### src/rtl/cipl_map.vh
`ifndef CIPL_MAP_VH
`define CIPL_MAP_VH

// Register address = {2'b00, type[3:0], port[1:0]}
`define CIPL_TYPE_PIN_INPUT_SAMPLE   4'h0
`define CIPL_TYPE_MODE_CONTROL       4'h1
`define CIPL_TYPE_PIN_OUTPUT_LATCH   4'h2
`define CIPL_TYPE_DIRECTION          4'h3
`define CIPL_TYPE_PAD_DRIVE_SELECT   4'h4
`define CIPL_TYPE_LOGIC_CELL_OUTPUT  4'h5
`define CIPL_TYPE_LOGIC_CELL_BLOCK   4'h6
`define CIPL_TYPE_INPUT_LATCH_CELL   4'h7
`define CIPL_TYPE_DRIVER_ENABLE_VIEW 4'h8
`define CIPL_TYPE_CELL_SELECT        4'h9
`define CIPL_TYPE_PORT_FUNCTION      4'ha

`define CIPL_PORT_A 2'h0
`define CIPL_PORT_B 2'h1
`define CIPL_PORT_C 2'h2
`define CIPL_PORT_D 2'h3

// Fields of the port function register, port A slot
`define CIPL_FN_DATA_PORT   0
`define CIPL_FN_PERIPH      1
`define CIPL_FN_ONE_TO_B    2
`define CIPL_FN_TWO_TO_C    3
`define CIPL_FN_DBE_EN      4
`define CIPL_FN_CSI_EN      5
`define CIPL_FN_ILC_BY_CLK  6

// Drive select layout
`define CIPL_DRV_OD_HI   7
`define CIPL_DRV_OD_LO   4
`define CIPL_DRV_SLEW_HI 3
`define CIPL_DRV_SLEW_LO 0
`define CIPL_D_PINS      3

`define CIPL_RESET_BYTE 8'h00
`define CIPL_UNMAPPED   8'h00

`endif

### src/rtl/cipl_pad.v
`timescale 1ns/1ps
`default_nettype none

module cipl_pad #(
  parameter WIDTH = 8
) (
  input  wire [WIDTH-1:0] value,   // Level to present
  input  wire [WIDTH-1:0] enable,  // Driver in output mode
  input  wire [WIDTH-1:0] od_sel,  // Open drain select
  output wire [WIDTH-1:0] pin_out, // Pin output level
  output wire [WIDTH-1:0] pin_oe   // High while the pin is driven
);

  // Open drain only pulls low; a high is left to the pull-up
  assign pin_out = value & ~od_sel;
  assign pin_oe  = enable & (~od_sel | ~value);

endmodule // cipl_pad

`default_nettype wire

### src/rtl/cipl_port.v
`timescale 1ns/1ps
`default_nettype none
`include "cipl_map.vh"

// Summary of operation
// - Pin outputs when direction or enable term set
// - Output latch drives pin when enabled
// - Pin input view returns live pin level
// - Output latch stores writes, reads back latch
// - Cell location reads outputs, writes unblocked flops
// - Block bit set stops MCU loading, logic clock still loads; resets unblocked
// - Enable view shows one when driver active
// - Input latch cells capture pins, feed logic, readable
// - Ports A,B: high nibble drain, low slew
// - Port C drive bits all open drain
// - Port D only three slew bits exist
// - Cell groups routed A/B and B/C
// - Port A usable as non-multiplexed data bus
// - Peripheral buffer mode on port A only
// - Ports C,D lack address out and control
// - Port D inputs feed logic directly
// - Port D dedicated strobe, clock, chip select inputs
// - External selects: one term, polarity, enable
// - Port C may be taken by test port
// - Port C top pin as byte enable input
// - Control bit zero GPIO, one address out
module cipl_port (
  input  wire       clock,             // 40 MHz system clock
  input  wire       rst,               // Async reset, high
  input  wire       register_block_select, // Register block select from decoder
  input  wire [7:0] mcu_addr,          // Register offset
  input  wire       mcu_wr,            // Write strobe, one cycle
  input  wire       mcu_rd,            // Read strobe, one cycle
  input  wire [7:0] mcu_wdata,         // Write data
  output reg  [7:0] mcu_rdata,         // Read data, valid cycle after mcu_rd
  input  wire [7:0] data_bus_out,      // Device data for port A data bus mode
  input  wire       data_bus_oe,       // Device drives port A data bus
  output wire [7:0] data_bus_in,       // MCU data seen on port A
  input  wire       periph_select,     // Peripheral select term
  input  wire [7:0] addr_out_a,        // Latched address for port A
  input  wire [7:0] addr_out_b,        // Latched address for port B
  input  wire [7:0] oe_term_a,         // Output enable terms port A
  input  wire [7:0] oe_term_b,         // Output enable terms port B
  input  wire [7:0] oe_term_c,         // Output enable terms port C
  input  wire [2:0] oe_term_d,         // Output enable terms port D
  input  wire [7:0] cell_d_one,        // Logic next value, group one
  input  wire [7:0] cell_d_two,        // Logic next value, group two
  output reg  [7:0] output_cell_group_one, // Logic output cells, group one
  output reg  [7:0] output_cell_group_two, // Logic output cells, group two
  input  wire [2:0] select_terms,      // Product terms of the external selects
  output wire [7:0] ilc_out_a,         // Input latch stage, port A
  output wire [7:0] ilc_out_b,         // Input latch stage, port B
  output wire [7:0] ilc_out_c,         // Input latch stage, port C
  output wire [2:0] logic_in_d,        // Port D pins straight to the logic
  output wire       address_strobe_input, // Dedicated strobe, synchronised
  output wire       logic_clock_input, // Dedicated logic clock, synchronised
  output wire       memory_disable,    // Chip select input high
  output wire       data_byte_enable_input, // Byte enable from port C top pin
  input  wire       jtag_enable,       // Test port owns port C
  input  wire [7:0] jtag_out,          // Test port pin levels
  input  wire [7:0] jtag_oe,           // Test port pin enables
  output wire [7:0] jtag_in,           // Port C levels to the test port
  input  wire [7:0] pa_in,             // Port A pins
  output wire [7:0] pa_out,            // Port A output level
  output wire [7:0] pa_oe,             // Port A output enable
  input  wire [7:0] pb_in,             // Port B pins
  output wire [7:0] pb_out,            // Port B output level
  output wire [7:0] pb_oe,             // Port B output enable
  input  wire [7:0] pc_in,             // Port C pins
  output wire [7:0] pc_out,            // Port C output level
  output wire [7:0] pc_oe,             // Port C output enable
  input  wire [2:0] pd_in,             // Port D pins
  output wire [2:0] pd_out,            // Port D output level
  output wire [2:0] pd_oe,             // Port D output enable
  output wire [3:0] pa_fast_slew,      // Port A low nibble fast slew
  output wire [3:0] pb_fast_slew,      // Port B low nibble fast slew
  output wire [2:0] pd_fast_slew       // Port D fast slew
);

  reg  [7:0] ctrl_ff  [0:1];
  reg  [7:0] dout_ff  [0:3];
  reg  [7:0] dir_ff   [0:3];
  reg  [7:0] drv_ff   [0:3];
  reg  [7:0] csel_ff  [0:3];
  reg  [7:0] func_ff;
  reg  [2:0] ecs_pol_ff;
  reg  [7:0] blk_one_ff;
  reg  [7:0] blk_two_ff;
  reg  [7:0] ilc_a_ff;
  reg  [7:0] ilc_b_ff;
  reg  [7:0] ilc_c_ff;
  reg        strobe_d_ff;
  reg        lclk_d_ff;
  reg  [7:0] nxt_rdata;
  integer    i;
  integer    j;

  wire [7:0] sa;
  wire [7:0] sb;
  wire [7:0] sc;
  wire [2:0] sd;

  cipl_sync #(.WIDTH(8)) u_sync_a (.clock(clock), .rst(rst), .async_in(pa_in), .sync_out(sa));
  cipl_sync #(.WIDTH(8)) u_sync_b (.clock(clock), .rst(rst), .async_in(pb_in), .sync_out(sb));
  cipl_sync #(.WIDTH(8)) u_sync_c (.clock(clock), .rst(rst), .async_in(pc_in), .sync_out(sc));
  cipl_sync #(.WIDTH(3)) u_sync_d (.clock(clock), .rst(rst), .async_in(pd_in), .sync_out(sd));

  wire data_port = func_ff[`CIPL_FN_DATA_PORT];
  wire periph    = func_ff[`CIPL_FN_PERIPH];
  wire one_to_b  = func_ff[`CIPL_FN_ONE_TO_B];
  wire two_to_c  = func_ff[`CIPL_FN_TWO_TO_C];
  wire dbe_en    = func_ff[`CIPL_FN_DBE_EN];
  wire csi_en    = func_ff[`CIPL_FN_CSI_EN];
  wire ilc_clk   = func_ff[`CIPL_FN_ILC_BY_CLK];

  // Dedicated port D inputs
  assign address_strobe_input = sd[0];
  assign logic_clock_input    = sd[1];
  assign memory_disable       = csi_en & sd[2];
  assign logic_in_d           = sd;

  wire strobe_rise = address_strobe_input & ~strobe_d_ff;
  wire lclk_rise   = logic_clock_input & ~lclk_d_ff;

  // Chip select input high locks out the register block
  wire acc    = register_block_select & ~memory_disable;
  wire [3:0] rtype = mcu_addr[5:2];
  wire [1:0] rport = mcu_addr[1:0];
  wire mapped = (mcu_addr[7:6] == 2'h0);
  wire wr_en  = acc & mcu_wr & mapped;
  wire rd_en  = acc & mcu_rd & mapped;
  wire wr_one = wr_en & (rtype == `CIPL_TYPE_LOGIC_CELL_OUTPUT) & (rport == `CIPL_PORT_A);
  wire wr_two = wr_en & (rtype == `CIPL_TYPE_LOGIC_CELL_OUTPUT) &
                ((rport == `CIPL_PORT_B) | (rport == `CIPL_PORT_C));
  wire [7:0] wdata_fit = (rport == `CIPL_PORT_D) ? {5'h00, mcu_wdata[2:0]} : mcu_wdata;

  // Configuration and data registers
  always @(posedge clock or posedge rst) begin
    if (rst) begin
      for (i = 0; i < 4; i = i + 1) begin
        dout_ff[i] <= `CIPL_RESET_BYTE;
        dir_ff[i]  <= `CIPL_RESET_BYTE;
        drv_ff[i]  <= `CIPL_RESET_BYTE;
        csel_ff[i] <= `CIPL_RESET_BYTE;
      end
      ctrl_ff[0] <= `CIPL_RESET_BYTE;
      ctrl_ff[1] <= `CIPL_RESET_BYTE;
      func_ff    <= `CIPL_RESET_BYTE;
      ecs_pol_ff <= 3'h0;
      blk_one_ff <= `CIPL_RESET_BYTE;
      blk_two_ff <= `CIPL_RESET_BYTE;
    end else if (wr_en) begin
      case (rtype)
        `CIPL_TYPE_MODE_CONTROL: begin
          if (rport == `CIPL_PORT_A || rport == `CIPL_PORT_B) begin
            ctrl_ff[rport[0]] <= mcu_wdata;
          end
        end
        `CIPL_TYPE_PIN_OUTPUT_LATCH: dout_ff[rport] <= mcu_wdata;
        `CIPL_TYPE_DIRECTION:        dir_ff[rport]  <= wdata_fit;
        `CIPL_TYPE_PAD_DRIVE_SELECT: drv_ff[rport]  <= wdata_fit;
        `CIPL_TYPE_LOGIC_CELL_BLOCK: begin
          if (rport == `CIPL_PORT_A) begin
            blk_one_ff <= mcu_wdata;
          end else if (rport != `CIPL_PORT_D) begin
            blk_two_ff <= mcu_wdata;
          end
        end
        `CIPL_TYPE_CELL_SELECT:      csel_ff[rport] <= mcu_wdata;
        `CIPL_TYPE_PORT_FUNCTION: begin
          if (rport == `CIPL_PORT_A) begin
            func_ff <= mcu_wdata;
          end else if (rport == `CIPL_PORT_B) begin
            ecs_pol_ff <= mcu_wdata[2:0];
          end
        end
        default: ;
      endcase
    end
  end

  // Logic output cells: MCU load unless blocked, else logic clock edge
  always @(posedge clock or posedge rst) begin
    if (rst) begin
      output_cell_group_one <= 8'h00;
      output_cell_group_two <= 8'h00;
      strobe_d_ff           <= 1'b0;
      lclk_d_ff             <= 1'b0;
    end else begin
      strobe_d_ff <= address_strobe_input;
      lclk_d_ff   <= logic_clock_input;
      for (j = 0; j < 8; j = j + 1) begin
        if (wr_one && !blk_one_ff[j]) begin
          output_cell_group_one[j] <= mcu_wdata[j];
        end else if (lclk_rise) begin
          output_cell_group_one[j] <= cell_d_one[j];
        end
        if (wr_two && !blk_two_ff[j]) begin
          output_cell_group_two[j] <= mcu_wdata[j];
        end else if (lclk_rise) begin
          output_cell_group_two[j] <= cell_d_two[j];
        end
      end
    end
  end

  // Input latch cells capture on the strobe or the logic clock
  wire ilc_load = ilc_clk ? lclk_rise : strobe_rise;
  always @(posedge clock or posedge rst) begin
    if (rst) begin
      ilc_a_ff <= 8'h00;
      ilc_b_ff <= 8'h00;
      ilc_c_ff <= 8'h00;
    end else if (ilc_load) begin
      ilc_a_ff <= sa;
      ilc_b_ff <= sb;
      ilc_c_ff <= sc;
    end
  end

  assign ilc_out_a = ilc_a_ff;
  assign ilc_out_b = ilc_b_ff;
  assign ilc_out_c = ilc_c_ff;

  // Port A pin function
  wire [7:0] a_cell = one_to_b ? 8'h00 : csel_ff[0];
  wire [7:0] a_gpio = (ctrl_ff[0] & addr_out_a) |
                      (~ctrl_ff[0] & a_cell & output_cell_group_one) |
                      (~ctrl_ff[0] & ~a_cell & dout_ff[0]);
  wire [7:0] a_val  = data_port ? data_bus_out :
                      periph ? mcu_wdata : a_gpio;
  wire [7:0] a_en   = data_port ? {8{data_bus_oe}} :
                      periph ? {8{periph_select & mcu_wr}} :
                      (dir_ff[0] | oe_term_a);
  assign data_bus_in = sa;

  // Port B pin function
  wire [7:0] b_one  = one_to_b ? csel_ff[1] : 8'h00;
  wire [7:0] b_two  = (!one_to_b && !two_to_c) ? csel_ff[1] : 8'h00;
  wire [7:0] b_gpio = (b_one & output_cell_group_one) | (b_two & output_cell_group_two) |
                      (~b_one & ~b_two & dout_ff[1]);
  wire [7:0] b_val  = (ctrl_ff[1] & addr_out_b) | (~ctrl_ff[1] & b_gpio);
  wire [7:0] b_en   = dir_ff[1] | oe_term_b;

  // Port C pin function, byte enable pin and test takeover
  wire [7:0] c_cell = two_to_c ? csel_ff[2] : 8'h00;
  wire [7:0] c_gpio = (c_cell & output_cell_group_two) | (~c_cell & dout_ff[2]);
  wire [7:0] c_dbe  = {dbe_en, 7'h00};
  wire [7:0] c_val  = jtag_enable ? jtag_out : c_gpio;
  wire [7:0] c_en   = jtag_enable ? jtag_oe :
                      ((dir_ff[2] | oe_term_c) & ~c_dbe);
  assign jtag_in = sc;
  assign data_byte_enable_input = dbe_en & sc[7];

  // Port D: external selects, dedicated chip select input
  wire [2:0] ecs_val = ~(select_terms ^ ecs_pol_ff);
  wire [2:0] d_sel   = csel_ff[3][2:0];
  wire [2:0] d_val   = (d_sel & ecs_val) | (~d_sel & dout_ff[3][2:0]);
  wire [2:0] d_en    = (dir_ff[3][2:0] | oe_term_d) & ~{csi_en, 2'h0};

  // Drive selection
  wire [7:0] a_od = {drv_ff[0][`CIPL_DRV_OD_HI:`CIPL_DRV_OD_LO], 4'h0};
  wire [7:0] b_od = {drv_ff[1][`CIPL_DRV_OD_HI:`CIPL_DRV_OD_LO], 4'h0};
  wire [7:0] c_od = jtag_enable ? 8'h00 : drv_ff[2];
  assign pa_fast_slew = drv_ff[0][`CIPL_DRV_SLEW_HI:`CIPL_DRV_SLEW_LO];
  assign pb_fast_slew = drv_ff[1][`CIPL_DRV_SLEW_HI:`CIPL_DRV_SLEW_LO];
  assign pd_fast_slew = drv_ff[3][`CIPL_D_PINS-1:0];

  cipl_pad #(.WIDTH(8)) u_pad_a (
    .value(a_val), .enable(a_en), .od_sel(a_od), .pin_out(pa_out), .pin_oe(pa_oe));
  cipl_pad #(.WIDTH(8)) u_pad_b (
    .value(b_val), .enable(b_en), .od_sel(b_od), .pin_out(pb_out), .pin_oe(pb_oe));
  cipl_pad #(.WIDTH(8)) u_pad_c (
    .value(c_val), .enable(c_en), .od_sel(c_od), .pin_out(pc_out), .pin_oe(pc_oe));
  cipl_pad #(.WIDTH(3)) u_pad_d (
    .value(d_val), .enable(d_en), .od_sel(3'h0), .pin_out(pd_out), .pin_oe(pd_oe));

  // Read multiplexer
  always @* begin
    nxt_rdata = `CIPL_UNMAPPED;
    case (rtype)
      `CIPL_TYPE_PIN_INPUT_SAMPLE: begin
        case (rport)
          `CIPL_PORT_A: nxt_rdata = sa;
          `CIPL_PORT_B: nxt_rdata = sb;
          `CIPL_PORT_C: nxt_rdata = sc;
          default:      nxt_rdata = {5'h00, sd};
        endcase
      end
      `CIPL_TYPE_MODE_CONTROL:
        nxt_rdata = rport[1] ? `CIPL_UNMAPPED : ctrl_ff[rport[0]];
      `CIPL_TYPE_PIN_OUTPUT_LATCH: nxt_rdata = dout_ff[rport];
      `CIPL_TYPE_DIRECTION:        nxt_rdata = dir_ff[rport];
      `CIPL_TYPE_PAD_DRIVE_SELECT: nxt_rdata = drv_ff[rport];
      `CIPL_TYPE_LOGIC_CELL_OUTPUT:
        nxt_rdata = (rport == `CIPL_PORT_A) ? output_cell_group_one :
                    (rport != `CIPL_PORT_D) ? output_cell_group_two : `CIPL_UNMAPPED;
      `CIPL_TYPE_LOGIC_CELL_BLOCK:
        nxt_rdata = (rport == `CIPL_PORT_A) ? blk_one_ff :
                    (rport != `CIPL_PORT_D) ? blk_two_ff : `CIPL_UNMAPPED;
      `CIPL_TYPE_INPUT_LATCH_CELL: begin
        case (rport)
          `CIPL_PORT_A: nxt_rdata = ilc_a_ff;
          `CIPL_PORT_B: nxt_rdata = ilc_b_ff;
          `CIPL_PORT_C: nxt_rdata = ilc_c_ff;
          default:      nxt_rdata = `CIPL_UNMAPPED;
        endcase
      end
      `CIPL_TYPE_DRIVER_ENABLE_VIEW: begin
        case (rport)
          `CIPL_PORT_A: nxt_rdata = a_en;
          `CIPL_PORT_B: nxt_rdata = b_en;
          `CIPL_PORT_C: nxt_rdata = c_en;
          default:      nxt_rdata = `CIPL_UNMAPPED;
        endcase
      end
      `CIPL_TYPE_CELL_SELECT: nxt_rdata = csel_ff[rport];
      `CIPL_TYPE_PORT_FUNCTION:
        nxt_rdata = (rport == `CIPL_PORT_A) ? func_ff :
                    (rport == `CIPL_PORT_B) ? {5'h00, ecs_pol_ff} : `CIPL_UNMAPPED;
      default: nxt_rdata = `CIPL_UNMAPPED;
    endcase
  end

  always @(posedge clock or posedge rst) begin
    if (rst) begin
      mcu_rdata <= 8'h00;
    end else if (mcu_rd) begin
      mcu_rdata <= rd_en ? nxt_rdata : `CIPL_UNMAPPED;
    end
  end

endmodule // cipl_port

`default_nettype wire

### src/rtl/cipl_sync.v
`timescale 1ns/1ps
`default_nettype none

module cipl_sync #(
  parameter WIDTH = 8
) (
  input  wire             clock,   // System clock
  input  wire             rst,     // Async reset, high
  input  wire [WIDTH-1:0] async_in, // Signal from outside the domain
  output wire [WIDTH-1:0] sync_out  // Synchronised level
);

  reg [WIDTH-1:0] meta_ff;
  reg [WIDTH-1:0] sync_ff;

  always @(posedge clock or posedge rst) begin
    if (rst) begin
      meta_ff <= {WIDTH{1'b0}};
      sync_ff <= {WIDTH{1'b0}};
    end else begin
      meta_ff <= async_in;
      sync_ff <= meta_ff;
    end
  end

  assign sync_out = sync_ff;

endmodule // cipl_sync

`default_nettype wire
### config.mk
export PLATFORM = sky130hd
export DESIGN_NAME = cipl_port
export DESIGN_NICKNAME = d
export VERILOG_FILES = /design/src/rtl/cipl_pad.v /design/src/rtl/cipl_port.v /design/src/rtl/cipl_sync.v
export VERILOG_INCLUDE_DIRS = /design/src /design/src/rtl
export SDC_FILE = /design/constraint.sdc
export NUM_CORES = 1
export LEC_CHECK = 0
export ABC_AREA = 1
export ABC_CLOCK_PERIOD_IN_PS = 19900
export BUFFER_PORTS_ARGS = -buffer_cell sky130_fd_sc_hd__buf_2
export CORE_MARGIN = 5
export CORE_UTILIZATION = 52
export DETAILED_ROUTE_END_ITERATION = 8
export GPL_ROUTABILITY_DRIVEN = 0
export PLACE_DENSITY = 0.72
export SYNTH_ARGS = -nofsm -noshare
export SYNTH_HDL_FRONTEND = slang
export SYNTH_HIERARCHICAL = 1
export SYNTH_SLANG_ARGS = --single-unit
### constraint.sdc
create_clock -name clock -period 19.9 [get_ports clock]
set_input_delay 0.995 -clock clock [delete_from_list [all_inputs] [get_ports clock]]
set_output_delay 0.995 -clock clock [all_outputs]
set_load 0.005 [all_outputs]
* Word level (Yosys, flattened, before mapping)
Cells that the tools add are included.
** Word-level totals
- Bits in registers :: 275
- Latch bits :: 0
- Bits in writable memories :: 0
- Memory bits (read-only) :: 0
- Input bits :: 137
- Output and inout bits :: 136
- Word-level logic and storage cells :: 291
- Memories kept :: 0
** Cells by class
- $add $sub $neg :: 0
- Multipliers :: 0
- Divide/modulo/power cells :: 0
- Magnitude comparators :: 4
- Equal/unequal tests :: 14
- Shifts and indexed selects :: 0
- Multiplexer cells :: 81
- Bitwise gates (word level) :: 74
- Reductions and logical operators :: 66
** Operator list (number)
- 8-bit 2-to-1 mux :: 32
- 8-bit bitwise AND :: 20
- 32-bit bitwise mux :: 4
- 8-bit NOT :: 13
- 8-bit bitwise OR :: 12
- 8-bit case mux with 11 select lines :: 1
- 8-bit case mux with 3 select lines :: 3
- 8-bit binary-select mux with 2-bit select :: 4
- 1-bit 2-to-1 mux :: 33
- 2-bit nonzero test :: 16
- 1-bit logical AND :: 19
- 1-bit logical NOT :: 18
- 16-bit bitwise mux :: 1
- 8-bit demux with 2-bit select :: 1
- 4-bit by 3-bit equality test with 1-bit output (second input constant) :: 4
- 1-bit bitwise AND :: 13
- 4-bit equality test (second input constant) :: 3
- 3-bit bitwise AND :: 3
- 3-bit NOT :: 3
- 3-bit AND reduction :: 3
- 8-bit demux with 1-bit select :: 1
- 4-bit by 2-bit equality test with 1-bit output (second input constant) :: 2
- 2-bit AND reduction :: 4
- 4-bit AND reduction :: 2
- 18 further kinds :: 24

* Depth between registers and ports, before layout
- Depth after elaboration :: 12
- Mapped depth :: 18

* Modules after synthesis
The synthesis kept the hierarchy.
** Modules (own cells, without submodules)
- cipl_port :: instances 1, cells an instance 1784, area an instance 12742.2 µm², sequential area each 5530.3 µm²
- cipl_sync (u_sync_a ...) :: instances 3, cells an instance 17, area an instance 404.1 µm², sequential area each 400.4 µm²
- cipl_pad (u_pad_a ...) :: instances 3, cells an instance 32, area an instance 130.1 µm², sequential area each 0.0 µm²
- cipl_sync (u_sync_d) :: instances 1, cells an instance 7, area an instance 153.9 µm², sequential area each 150.1 µm²
- cipl_pad (u_pad_d) :: instances 1, cells an instance 12, area an instance 48.8 µm², sequential area each 0.0 µm²

* Worst setup path after synthesis
OpenSTA, ideal clock, no wires.
- Path type :: in2reg
- From :: input mcu_addr[0]
- To :: register output_cell_group_one[6]
- Setup time :: 0.128 ns
- Arrival :: 2.669 ns
- Required time :: 19.772 ns
- Slack :: 17.103 ns
- Stages on the path :: 11
- Path buffers :: 6
- Path through :: buf_2 inv_1 buf_2 buf_4 ha_1 buf_2 clkbuf_1 nand2_1 buf_2 o21ai_0 o31ai_1
** On the way
- Word-level cells in the longest chain between the ends :: 4
** RTL lines
- start, declared :: RTL line cipl_port.v:31 : input wire [7:0] mcu_addr,
- 2-bit logical NOT *
- 1-bit bitwise AND * :: RTL line cipl_port.v:132 : wire wr_one = wr_en & (rtype == `CIPL_TYPE_LOGIC_CELL_OUTPUT) & (rport == `CIPL_PORT_A);
- 1-bit logical AND * :: RTL line cipl_port.v:193 : if (wr_one && !blk_one_ff[j]) begin
- 1-bit 2-to-1 mux / 2-bit nonzero test (equally long branches)
- end signal, assigned by index :: RTL line cipl_port.v:194 : output_cell_group_one[j] <= mcu_wdata[j];
- end signal, assigned by index :: RTL line cipl_port.v:196 : output_cell_group_one[j] <= cell_d_one[j];
- end, declared :: RTL line cipl_port.v:48 : output reg [7:0] output_cell_group_one,
Every way passes the cells marked *; elsewhere a longest branch is shown, timed or not.
A chain may end at the register's enable or synchronous reset.

* Worst setup path after layout
- From :: register func_ff[2]
- To :: output pa_out[6]
** On the way
- Word-level cells in the longest chain between the ends :: 8
** RTL lines
- start, declared :: RTL line cipl_port.v:85 : reg [7:0] func_ff;
- start signal, assigned :: RTL line cipl_port.v:148 : func_ff <= `CIPL_RESET_BYTE;
- start signal, assigned :: RTL line cipl_port.v:172 : func_ff <= mcu_wdata;
- 8-bit 2-to-1 mux * :: RTL line cipl_port.v:226 : wire [7:0] a_cell = one_to_b ? 8'h00 : csel_ff[0];
- 8-bit bitwise AND / 8-bit NOT (equally long branches) :: RTL line cipl_port.v:228, cipl_port.v:229
- 8-bit bitwise AND, on equally long branches :: RTL line cipl_port.v:228, cipl_port.v:229
- 8-bit bitwise OR / 8-bit bitwise AND (equally long branches) :: RTL line cipl_port.v:227, cipl_port.v:229
- 8-bit bitwise OR * :: RTL line cipl_port.v:228 : (~ctrl_ff[0] & a_cell & output_cell_group_one) |
- 8-bit 2-to-1 mux * :: RTL line cipl_port.v:231 : periph ? mcu_wdata : a_gpio;
- 8-bit 2-to-1 mux * :: RTL line cipl_port.v:230 : wire [7:0] a_val = data_port ? data_bus_out :
- net a_val[6] :: RTL line cipl_port.v:230
- 8-bit bitwise AND * :: RTL line cipl_pad.v:15 : assign pin_out = value & ~od_sel;
- end, declared :: RTL line cipl_port.v:64 : output wire [7:0] pa_out,
The timed path passes the listed nets; every way through them passes the cells marked *.

==> summary.txt <==
Yosys
  – Leading area contributor after synthesis: dfrtp_1
  – Post-synthesis async set-or-reset flop share: 100%
  – Yosys warnings: 6
  – Post-synth EDFFs: 0
  – Synth Instances: 1,950
  – Top post-synthesis cells by count: 654 x nand2_1, 275 x dfrtp_1, 263 x o21ai_0
  – Main synth FF type: dfrtp_1
  – Unique masters post-synth: 39
  – Most common cell in the netlist: nand2_1
  – Top cell type's share of synthesized area: 47.3%
  – Top cells by area, synth: dfrtp_1 47%, nand2_1 17%, o21ai_0 9.0%
  – Post-synthesis sequential area ratio: 47.3%
  – Cell area after synthesis: 14,500 um^2
  – Mean Syn Cell Area: 7.46 um^2
  – Synth Register Bits: 275

Critical path
  – Worst EP required: 18.91 ns
  – Reg2reg end: pa_fast_slew[1]
  – Max stage delay on crit path: 1.01 ns
  – CP max-delay cell: o311ai_0
  – Worst-path fanout max: 18
  – R2R setup slack: 17.50 ns
  – Crit path launch type: register
  – Setup Crit Path Kind: register to output port
  – Worst r2r src: func_ff[5]
  – Crit path capture type: output port
  – Worst-path cell chain: nor2_1 -> o311ai_0 -> o21ai_0 -> o21ai_0 -> inv_1 -> nor2_1 -> buf_2
  – Worst Path Arrival: 3.57 ns
  – R2R cell count: 6

Clock tree
  – Hold_buf cts: 0
  – Sink Count: 275
  – Clock Latency Late Sink: 0.57 ns
  – CTS H-tree depth: 1
  – Num CTS Buffers: 30
  – Clk slew on worst S/H paths: 0.06 ns
  – CTS tree: yes
  – Max Buffers Root-to-Sink: 3
  – Post-cts sizing count: 0
  – CTS Root Cell: clkbuf_16
  – Setup Buffers After CTS: 0

Timing
  – Setup Skew: 0.0235 ns
  – Slew Viols, Final: 0
  – Number of setup violations in the final report: 0
  – Worst slew pin tran: 1.25 ns
  – Final Cycle Share: 22.9%
  – Hold Fails Final Rpt: 0
  – Slew headroom: 16.8%
  – Setup tns final: 0 ns
  – Period minus WS final: 4.56 ns
  – RSZ-0062 raised after global routing: false
  – Upper clock frequency limit: 219 MHz

Layout
  – Layout cell share with drive strength beyond 1: 18.6%
  – Layout Utilization: 61.7%
  – Final Net Count: 2,324
  – Area grow syn2layout: 17.6%

Floorplanning
  – Die area: 31,400 um^2
  – Initial core utilization: 52.5%
  – Die Ht: 177 um
  – Floorplan row count: 61
  – IO Pins: 273
  – Chip width: 177 um
  – Core area: 27,700 um^2

Power
  – P_leak: 0.00881 uW
  – Max IR drop VDD: 0.0710 mV
  – Pwr/cell area: 83.1 nW/um^2

Routing
  – Vias: 14,500
  – Remaining DRCs: 0
  – DR WL/cell: 20.7 um
  – Detailed Route WL: 53,400 um
  – Detailed Routing Iterations Pass 1: 9
  – Initial DRC Count: 2,183
  – Vias per cell: 5.63
  – Post-route ant nets: 0

Placed design
  – Final HPWL DP: 39,500 um
  – Port buffer count: 272

Min path
  – Worst Min Path Start: u_sync_b/meta_ff[6]
  – Min-delay worst type: register to register
  – Worst Hold Path Cells: 0
  – Hold Crit Endpoint: u_sync_b/sync_out[6]

Global route
  – Vias in the first global route: 13,600
  – Pin count of the biggest net entering global routing: 148
  – Initial antenna violation count: 2
  – Global Route Usage Sum: 33.1%
  – GR Overflow Total: 0
  – First-pass GRT wire length: 79,800 um

Job
  – Maxcap violations: 0

Run status
  – Outcome: finished, final reports clean
cells by family (layout without fill, tap and decap cells):
| logic type | count (synthesis) | in the layout | synth area share (%) |
|---|---|---|---|
| and+or+nand+nor | 940 | 940 | 26.1 |
| muxes | 40 | 40 | 3.06 |
| xor gates and xnor gates | 3 | 3 | 0.181 |
| other | 1 | 23 | 0.0258 |
| AOI/OAI and AO/OA | 378 | 378 | 13.9 |
| adders and majority gates | 4 | 4 | 0.344 |
| DFF | 275 | 275 | 47.3 |
| buffers and inverters | 309 | 544 | 9.09 |
worst max-delay path by stage:
stage / startpoint / to / cells after the start
2_1_floorplan: rst / a_od[4] / 1
3_3_place_gp: mcu_addr[0] / ctrl_ff[2] / 8
3_5_place_dp: mcu_addr[0] / ctrl_ff[4] / 8
4_1_cts: func_ff[2] / pa_out[6] / 7
5_1_grt: func_ff[2] / pa_out[6] / 7
6_report: func_ff[2] / pa_out[6] / 7
routing by layer:
layer | routed length (um) | GRT usage, % | vias up | part of all wire [%]
met1 | 20900 | 46.3 | 6778 | 39
li1 | - | - | 6596 | -
met4 | 2270 | 12.1 | 2 | 4.2
met2 | 23500 | 50.6 | 1005 | 44
met5 | 13 | 0 | - | 0.024
met3 | 6720 | 7.97 | 168 | 13
stage by stage:
step	hold slack (ns)	setup slack, ns	area (um^2)	instances	total power, uW
detailed placement	0.335	15.28	16000	2529	801
finish	0.344	15.34	17100	2585	1420
global route	0.353	15.27	17100	2585	1460
CTS	0.348	15.54	17100	2584	1420
global placement	0.333	15.39	16000	2529	798
floorplan	0.331	12.86	14600	1971	713
report_power, final:
part	leakage (uW)	internal, uW	switching [uW]	total, uW
sequential	0.00346	587	35.6	623
clock	0.000537	388	235	624
combinational	0.00481	62.5	112	174
total	0.00881	1040	383	1420
placed cells by master (no fill, tap or decap), drive strengths merged, types with 22 or more instances in the layout:
master and instances:
o21ai 275, nor2 193, clkbuf 38, dfrtp 275, nand3 64, conb 22, nand2 658, mux2 36
a21oi 57, inv 210, buf 278
final cells by class:
cell class	count	area, um^2
clock inverter	17	270
sequential	275	6880
clock buffer	38	842
timing repair buffer	278	1410
tap	378	473
fill	2524	10600
inverter	211	800
antenna	1	2.50
multi-input combinational	1387	6430
registers in the layout (all words and copies together) (netlist names), 13 cells and up:
| signal | count |
|---|---|
| csel_ff | 32 |
| ctrl_ff | 16 |
| drv_ff | 13 |
| dout_ff | 32 |
| dir_ff | 32 |
worst max-delay path: cells and delay by family, from the launching register on:
kind,cells,cell delay (ns)
AOI/OAI and AO/OA,3,1.78
buffers and inverters,2,0.21
DFF,1,0.77
and+or+nand+nor,2,0.24
Note: power is estimated with default switching activity, not from simulation.
